File: src/vrc_pkg.sv
package vrc_pkg;
    // printed offsets are register indices; byte address is four times the index
    localparam logic [9:0] VRC_CTRL_INDEX = 10'h09f;
    localparam logic [9:0] VRC_STAT_INDEX = 10'h0a0;
    localparam int VRC_ADDR_W = 12;
    localparam logic [7:0] VRC_CTRL_RESET = 8'h00;
    // bit 4 of the control byte is unimplemented
    localparam logic [7:0] VRC_CTRL_WMASK = 8'hef;
    localparam int VRC_EN_POS = 7;
    localparam int VRC_PIN_POS = 6;
    localparam int VRC_RANGE_POS = 5;
    localparam int VRC_LEVEL_LSB = 0;
    // status word field positions
    localparam int VRC_ST_POWER_POS = 0;
    localparam int VRC_ST_PIN_POS = 1;
    localparam int VRC_ST_LOW_POS = 2;
    localparam int VRC_ST_TAP_LSB = 4;
    // high range starts one quarter up the 32-step ladder
    localparam logic [4:0] VRC_HIGH_TAP_BASE = 5'h08;
    localparam logic [1:0] VRC_RESP_OKAY = 2'h0;
    localparam logic [1:0] VRC_RESP_SLVERR = 2'h2;

    typedef struct packed {
        logic ref_enable;
        logic ref_pin_drive_enable;
        logic ref_range_select;
        logic unused;
        logic [3:0] ref_level_code;
    } vrc_ctrl_t;

    typedef struct packed {
        logic awready;
        logic wready;
        logic aw_got;
        logic w_got;
        logic [VRC_ADDR_W-1:0] awaddr;
        logic [7:0] wdata;
        logic wstrb0;
        logic bvalid;
        logic [1:0] bresp;
        logic arready;
        logic rvalid;
        logic [31:0] rdata;
        logic [1:0] rresp;
        vrc_ctrl_t ctrl;
        logic power_on;
        logic pin_drive;
        logic scale_low;
        logic [4:0] tap;
    } vrc_state_t;
endpackage : vrc_pkg

File: src/vrc_reference_control.sv
`timescale 1ns/100ps
// Operation
// - reset clears the reference enable bit
// - reset clears the pin drive enable
// - reset clears range select, high range
// - reset clears the four-bit level code
// - sleep wake-up leaves control register unchanged
// - pin driven only when direction and enable set
// - reference independent of comparator configuration
// - enable bit powers the reference circuit
// - low range tap is level over 24
// - high range tap is quarter plus level/32
module vrc_reference_control
    import vrc_pkg::*;
(
    input wire logic aclk,
    input wire logic aresetn,
    input wire logic [VRC_ADDR_W-1:0] s_axi_awaddr,
    input wire logic [2:0] s_axi_awprot,
    input wire logic s_axi_awvalid,
    output logic s_axi_awready,
    input wire logic [31:0] s_axi_wdata,
    input wire logic [3:0] s_axi_wstrb,
    input wire logic s_axi_wvalid,
    output logic s_axi_wready,
    output logic [1:0] s_axi_bresp,
    output logic s_axi_bvalid,
    input wire logic s_axi_bready,
    input wire logic [VRC_ADDR_W-1:0] s_axi_araddr,
    input wire logic [2:0] s_axi_arprot,
    input wire logic s_axi_arvalid,
    output logic s_axi_arready,
    output logic [31:0] s_axi_rdata,
    output logic [1:0] s_axi_rresp,
    output logic s_axi_rvalid,
    input wire logic s_axi_rready,
    input wire logic port_a_direction_bit2,
    output logic ref_power_on,
    output logic analog_out_pin_drive,
    output logic ref_tap_scale_low,
    output logic [4:0] ref_tap_index
);

    vrc_state_t st;
    vrc_state_t next_st;
    logic wr_fire;
    logic wr_hit;

    assign wr_fire = st.aw_got && st.w_got && !st.bvalid;
    assign wr_hit = (st.awaddr[VRC_ADDR_W-1:2] == VRC_CTRL_INDEX);

    always_comb begin
        next_st = st;
        // write address and data are taken independently, in either order
        if (s_axi_awvalid && st.awready) begin
            next_st.aw_got = 1'h1;
            next_st.awready = 1'h0;
            next_st.awaddr = s_axi_awaddr;
        end
        if (s_axi_wvalid && st.wready) begin
            next_st.w_got = 1'h1;
            next_st.wready = 1'h0;
            next_st.wdata = s_axi_wdata[7:0];
            next_st.wstrb0 = s_axi_wstrb[0];
        end
        if (wr_fire) begin
            next_st.bvalid = 1'h1;
            // status register is read-only; writes to it or elsewhere are refused
            next_st.bresp = wr_hit ? VRC_RESP_OKAY : VRC_RESP_SLVERR;
            // only a completed bus write changes the control byte; sleep has no path here
            if (wr_hit && st.wstrb0) begin
                next_st.ctrl = vrc_ctrl_t'(st.wdata & VRC_CTRL_WMASK);
            end
        end
        if (st.bvalid && s_axi_bready) begin
            next_st.bvalid = 1'h0;
            next_st.aw_got = 1'h0;
            next_st.w_got = 1'h0;
            next_st.awready = 1'h1;
            next_st.wready = 1'h1;
        end
        if (s_axi_arvalid && st.arready) begin
            next_st.arready = 1'h0;
            next_st.rvalid = 1'h1;
            next_st.rresp = VRC_RESP_OKAY;
            next_st.rdata = 32'h0000_0000;
            if (s_axi_araddr[VRC_ADDR_W-1:2] == VRC_CTRL_INDEX) begin
                next_st.rdata[7:0] = st.ctrl & VRC_CTRL_WMASK;
            end else if (s_axi_araddr[VRC_ADDR_W-1:2] == VRC_STAT_INDEX) begin
                next_st.rdata[VRC_ST_POWER_POS] = st.power_on;
                next_st.rdata[VRC_ST_PIN_POS] = st.pin_drive;
                next_st.rdata[VRC_ST_LOW_POS] = st.scale_low;
                next_st.rdata[VRC_ST_TAP_LSB +: 5] = st.tap;
            end else begin
                next_st.rresp = VRC_RESP_SLVERR;
            end
        end
        if (st.rvalid && s_axi_rready) begin
            next_st.rvalid = 1'h0;
            next_st.arready = 1'h1;
        end
        // analog controls follow the control byte one cycle later;
        // nothing from the comparator reaches these terms
        next_st.power_on = st.ctrl.ref_enable;
        next_st.pin_drive = port_a_direction_bit2 && st.ctrl.ref_pin_drive_enable;
        next_st.scale_low = st.ctrl.ref_range_select;
        if (st.ctrl.ref_range_select) begin
            next_st.tap = {1'h0, st.ctrl.ref_level_code};
        end else begin
            next_st.tap = VRC_HIGH_TAP_BASE + {1'h0, st.ctrl.ref_level_code};
        end
    end

    always_ff @(posedge aclk) begin
        if (!aresetn) begin
            st <= '0;
            st.awready <= 1'h1;
            st.wready <= 1'h1;
            st.arready <= 1'h1;
            st.ctrl <= vrc_ctrl_t'(VRC_CTRL_RESET);
            st.tap <= VRC_HIGH_TAP_BASE;
        end else begin
            st <= next_st;
        end
    end

    assign s_axi_awready = st.awready;
    assign s_axi_wready = st.wready;
    assign s_axi_bvalid = st.bvalid;
    assign s_axi_bresp = st.bresp;
    assign s_axi_arready = st.arready;
    assign s_axi_rvalid = st.rvalid;
    assign s_axi_rdata = st.rdata;
    assign s_axi_rresp = st.rresp;
    assign ref_power_on = st.power_on;
    assign analog_out_pin_drive = st.pin_drive;
    assign ref_tap_scale_low = st.scale_low;
    assign ref_tap_index = st.tap;

    property p_rst_enable;
        @(posedge aclk) !aresetn |=> !st.ctrl.ref_enable ##1 !ref_power_on;
    endproperty
    a_rst_enable: assert property (p_rst_enable) else $error("reset left enable set");

    property p_rst_pin;
        @(posedge aclk) !aresetn |=> !st.ctrl.ref_pin_drive_enable && !analog_out_pin_drive;
    endproperty
    a_rst_pin: assert property (p_rst_pin) else $error("reset left pin drive set");

    property p_rst_range;
        @(posedge aclk) !aresetn |=> !st.ctrl.ref_range_select && !ref_tap_scale_low;
    endproperty
    a_rst_range: assert property (p_rst_range) else $error("reset left low range");

    property p_rst_level;
        @(posedge aclk) !aresetn |=> st.ctrl.ref_level_code == 4'h0
            && ref_tap_index == VRC_HIGH_TAP_BASE;
    endproperty
    a_rst_level: assert property (p_rst_level) else $error("reset left level code");

    property p_hold;
        @(posedge aclk) disable iff (!aresetn)
            !wr_fire |=> $stable(st.ctrl);
    endproperty
    a_hold: assert property (p_hold) else $error("control changed without write");

    property p_pin;
        @(posedge aclk) disable iff (!aresetn)
            ##1 (analog_out_pin_drive == $past(port_a_direction_bit2
            && st.ctrl.ref_pin_drive_enable));
    endproperty
    a_pin: assert property (p_pin) else $error("pin drive gating wrong");

    property p_pin_off;
        @(posedge aclk) disable iff (!aresetn)
            !port_a_direction_bit2 |=> !analog_out_pin_drive;
    endproperty
    a_pin_off: assert property (p_pin_off) else $error("pin driven with direction clear");

    property p_power;
        @(posedge aclk) disable iff (!aresetn)
            wr_fire && wr_hit && st.wstrb0 |=> ##1 ref_power_on == $past(st.wdata[7], 2);
    endproperty
    a_power: assert property (p_power) else $error("power does not follow enable");

    property p_power_off;
        @(posedge aclk) disable iff (!aresetn)
            !st.ctrl.ref_enable |=> !ref_power_on;
    endproperty
    a_power_off: assert property (p_power_off) else $error("power on with enable clear");

    property p_low;
        @(posedge aclk) disable iff (!aresetn)
            st.ctrl.ref_range_select |=> ref_tap_scale_low
            && ref_tap_index == {1'h0, $past(st.ctrl.ref_level_code)};
    endproperty
    a_low: assert property (p_low) else $error("low range tap wrong");

    // the 24-step ladder only has taps 0 to 15 in reach
    property p_low_span;
        @(posedge aclk) disable iff (!aresetn)
            ref_tap_scale_low |-> !ref_tap_index[4];
    endproperty
    a_low_span: assert property (p_low_span) else $error("low range tap out of span");

    property p_high;
        @(posedge aclk) disable iff (!aresetn)
            !st.ctrl.ref_range_select |=> !ref_tap_scale_low
            && ref_tap_index == VRC_HIGH_TAP_BASE + {1'h0, $past(st.ctrl.ref_level_code)};
    endproperty
    a_high: assert property (p_high) else $error("high range tap wrong");

    property p_write;
        @(posedge aclk) disable iff (!aresetn)
            wr_fire && wr_hit && st.wstrb0 |=> st.ctrl == ($past(st.wdata) & VRC_CTRL_WMASK);
    endproperty
    a_write: assert property (p_write) else $error("write not taken in one clock");

    // status reads carry tap bit 0 in bit 4, so only control reads are held to zero
    property p_bit4;
        @(posedge aclk) disable iff (!aresetn)
            s_axi_arvalid && s_axi_arready
            && s_axi_araddr[VRC_ADDR_W-1:2] == VRC_CTRL_INDEX
            |=> !s_axi_rdata[4] && !st.ctrl.unused;
    endproperty
    a_bit4: assert property (p_bit4) else $error("bit 4 not zero");

endmodule : vrc_reference_control
File: config.mk
export PLATFORM = sky130hd
export DESIGN_NAME = vrc_reference_control
export DESIGN_NICKNAME = d
export VERILOG_FILES = /design/src/vrc_pkg.sv /design/src/vrc_reference_control.sv
export SDC_FILE = /design/constraint.sdc
export NUM_CORES = 1
export LEC_CHECK = 0
export BUFFER_PORTS_ARGS = -buffer_cell sky130_fd_sc_hd__buf_2
export CAP_MARGIN = 20
export CORE_MARGIN = 2
export CORE_UTILIZATION = 40
export CTS_CLUSTER_DIAMETER = 200
export DETAILED_ROUTE_END_ITERATION = 10
export PLACE_DENSITY = 0.76
export SLEW_MARGIN = 20
export SYNTH_ARGS = -nofsm -noshare
export SYNTH_HDL_FRONTEND = slang
export SYNTH_SLANG_ARGS = --single-unit
File: constraint.sdc
create_clock -name aclk -period 1.59 [get_ports aclk]
set_clock_uncertainty 0.05 [all_clocks]
set_input_delay 0.318 -clock aclk [delete_from_list [all_inputs] [get_ports aclk]]
set_output_delay 0.318 -clock aclk [all_outputs]
set_load 0.03 [all_outputs]
# == Word level (Yosys, flattened, before mapping) ==
# Index checks and enable logic that the tools add are counted.
# classes
n_addsub,1
n_eq_ne,3
n_mux,10
bitwise,1
n_reduce_logical,14
# ops
operator,count
$eq A10 B8 Y1 const B,3
$logic_and A1 B1 Y1,9
$mux W4,2
$mux W2,3
$mux W3,2
$reduce_or A2 Y1,3
$add A4 B4 Y5 const A,1
$mux W5,1
$mux W1,2
$reduce_and A2 Y1,1
$logic_not A1 Y1,1
$not A1 Y1,1
# word_totals
register_bits,56
output_inout_bits,49

# == Depth between registers and ports, before layout ==
# depth
word_depth,3
ltp_mapped,4

# == Worst setup path before layout ==
# Ideal clock, no wire load.
# synth_path
path_type,flip-flop to flip-flop
start,reg st[75] (netlist name)
end,"reg st, in the netlist next_st[5]"
arrival_ns,1.574
setup_slack_ns,-0.106
stages_incl_launch_ff,4
path_cell_list,dfxtp_1 > or4b_4 > nor4_4 > mux2i_1
# synth_via
elab_chain_cells,3
# synth_rtl
element,line_no,text
from (decl),vrc_reference_control.sv:44,vrc_state_t st;
from (signal assigned),vrc_reference_control.sv:123,st <= next_st;
$eq A10 B8 Y1,vrc_reference_control.sv:50,assign wr_hit = (st.awaddr[VRC_ADDR_W-1:2] == VRC_CTRL_INDEX);
$logic_and A1 B1 Y1,vrc_reference_control.sv:71,if (wr_hit && st.wstrb0) begin
$reduce_and A2 Y1 (no line),-,
# No other way between the ends.
# A chain may end at the register's enable or synchronous reset.

# == Worst setup path in the final report ==
# layout_path
start,reg st[75] (netlist name)
end,"reg st, in the netlist next_st[7]"
# Same word-level chain as after synthesis.

==> impl_metrics.tcl <==
set metrics [dict create \
    status "complete, no violations" \
    grt_busiest_layer "met2" \
    ir_worst_vdd_mv 0.4273 \
    synth_area_mm2 0.002251 \
    clock.fmax_mhz 658.0 \
    hold_violations 0 \
    grtUsageTotal_pct 13.91 \
    finalSetupTns_ns 0 \
    clock_latency_ns 0.30 \
    synth-seq-area-share_pct 45.36 \
    antenna_found_initial 0 \
    clockRootBuffer "clkbuf_8" \
    cts_buffer_depth 2 \
    slew_viol_final 0 \
    r2r.worst_path.cells 4 \
    fin_cells 381 \
    pre_cts_slack_ns 0.05809 \
    timing.final.ws_setup_ns 0.07017 \
    drive_gt1_share_pct 26.21 \
    dpl_cell_area_mm2 0.002449 \
    yosys_warnings 0 \
    reg2reg_slack_ns 0.07 \
    yosys.area.top_type_share_pct 45.36 \
    grt_use_met2_pct 22.20 \
    synth-edff-count 0 \
    syn_inst 262 \
    dr.pass1.iters 4 \
    syn_to_final_growth_pct 13.40 \
    nFillCells 553 \
    drt-wirelength-per-cell_um 11.10 \
    numCtsBuffers 5 \
    critPathKind "reg -> reg" \
    startpoint_type "flop" \
    whs_path_depth 2 \
    hold_path.startpoint "s_axi_awvalid" \
    drc 0 \
    fin_util_pct 46.64 \
    gr-usage-met3_pct 3.977 \
    powerDensity_mw_per_mm2 976.8 \
    period_share_pct 95.59 \
    dpl.hpwl_um 3227 \
    period_minus_slack_ns 1.520 \
    final_nets 382 \
    path_max_fanout 7 \
    p_leak_nw 1.153 \
    grt_pass1_wl_um 6851 \
    cp.required_ns 1.78 \
    vias 1790 \
    grt_overflow 0 \
    postCtsSetupBuffers 0 \
    die_h_um 79.02 \
    drt_iter0_markers 60 \
    synth.avg_cell_area_um2 8.591 \
    hp-class "in -> reg" \
    finalWirelength_um 4228 \
    rows 27 \
    antenna_left 0 \
    port-buffer-count 59 \
    core_region_area_mm2 0.005473 \
    rsz0062_at_grt "yes" \
    fin_area_mm2 0.002552 \
    die_x_um 79.02 \
    diodes 0 \
    dp_cells 373 \
    power_mw 2.493 \
    cts_tree "yes" \
    grt_pass1_vias 1540 \
    r2r_end "next_st[7]" \
    gp_congestion 0.8013 \
    die_area_mm2 0.006243 \
    synth.distinct_cells 33 \
    postSynth.asyncResetShare_pct 0 \
    yosysTopAreaCell "dfxtp_1" \
    max-cap-violations 0 \
    cts.sinks 51 \
    worstPathArrival_ns 1.71 \
    synth_flop_cell "dfxtp_1" \
    io_pins 123 \
    cp-end-kind "flop" \
    avgViaCountPerCell 4.698 \
    ys_top_cells_by_area "dfxtp_1 45%, buf_4 14%, nand2_1 8.2%" \
    h-tree-depth 2 \
    use_met1_pct 17.02 \
    synth_seq_cells 51 \
    hold_path_end "s_axi_awready" \
    clkTransAtPathRegs_ns 0.09 \
    setup_viol 0 \
    r2r-start "st[75]" \
    hold_slack_ns 0.1671 \
    start_util_pct 41.13 \
    grt_start_max_net_pins 25 \
]
## kinds of logic (layout without fill, tap and decap cells)
logic type	count (synthesis)	in the layout	synth area share, %
buffers and inverters	62	85	17.23
other	1	25	0.1666
AOI/OAI and AO/OA	42	42	10.34
DFF	51	51	45.36
xor gates and xnor gates	1	1	0.3892
and+or+nand+nor	97	97	22.90
muxes	8	8	3.613
## where the power goes
| group | total, mW | switching, mW | leakage [nW] | internal, mW |
|---|---|---|---|---|
| sequential | 1.37 | 0.0339 | 0.417 | 1.33 |
| clock | 0.776 | 0.421 | 0.0474 | 0.355 |
| combinational | 0.352 | 0.245 | 0.689 | 0.107 |
| total | 2.49 | 0.699 | 1.15 | 1.79 |
## worst max-delay path, cell delays in order (launching register included)
cell,delay [ns]
dfxtp_2,0.33
or4b_4,0.56
nor4_4,0.16
buf_6,0.18
mux2i_1,0.18
## synth_stat cells (2+ instances only)
cell type	count
a21oi_1	24
nand2_1	49
nor4b_2	2
buf_4	41
clkbuf_1	10
o21ai_0	8
and2_1	3
nor2_1	2
and3_1	5
nor2b_1	2
mux2i_1	7
a31oi_1	6
dfxtp_1	51
nand3_1	10
inv_1	9
nand4_1	16
## placed cells by master, fill, tap and decap left out, drive strengths merged
cell type | Yosys | final
buf | 41 | 67
dfxtp | 51 | 51
nand2 | 49 | 49
conb | 1 | 25
a21oi | 24 | 24
nand4 | 16 | 16
nand3 | 10 | 10
inv | 9 | 9
o21ai | 8 | 8
mux2i | 7 | 7
a31oi | 6 | 6
clkbuf | 11 | 6
and3 | 5 | 5
and2 | 3 | 3
nor4b | 2 | 2
nor2 | 2 | 2
nor2b | 2 | 2
clkinv | 1 | 2
nor4 | 2 | 2
and4b | 1 | 1
a41o | 1 | 1
nand2b | 1 | 1
or4b | 1 | 1
nand4b | 1 | 1
o21a | 1 | 1
a221o | 1 | 1
mux2 | 1 | 1
nand3b | 1 | 1
a211oi | 1 | 1
xor2 | 1 | 1
nor3b | 1 | 1
clkinvlp | 0 | 1
## flip-flops by register name, indices dropped and copies added (netlist names), 2 cells and up
name,count
st,25
s_axi_rdata,9
next_st,2
ref_tap_index,5
## repair_timing
item                       4_1_cts  5_1_grt
setup endpoints to repair        0        5
hold buffers                     0        0
gates resized for setup          0        2
## worst max path at each step
stage | end | from | slack [ns]
CTS | st[10] | st[75] | 0.04
floorplan | next_st[5] | st[75] | 0.01
finish | next_st[7] | st[75] | 0.07
global route | st[10] | st[75] | -0.02
global placement | st[9] | st[75] | 0.07
detailed placement | st[11] | st[75] | 0.06
## cell type report
| type | instances | area [µm²] | share of cell area (%) |
|---|---|---|---|
| Clock buffer | 6 | 82.58 | 3.235 |
| Clock inverter | 2 | 16.27 | 0.6373 |
| Inverter | 10 | 37.54 | 1.471 |
| Multi-Input combinational cell | 173 | 932.1 | 36.52 |
| Sequential cell | 51 | 1022 | 40.05 |
| Tap cell | 72 | 90.09 | 3.529 |
| Timing Repair Buffer | 67 | 371.6 | 14.56 |
## metal layers
layer	share of wire (%)	vias up
met5	0	-
met4	1.8	0
met3	7.5	7
met2	46	60
met1	45	801
li1	-	922
Note: power is estimated with default switching activity, not from simulation.
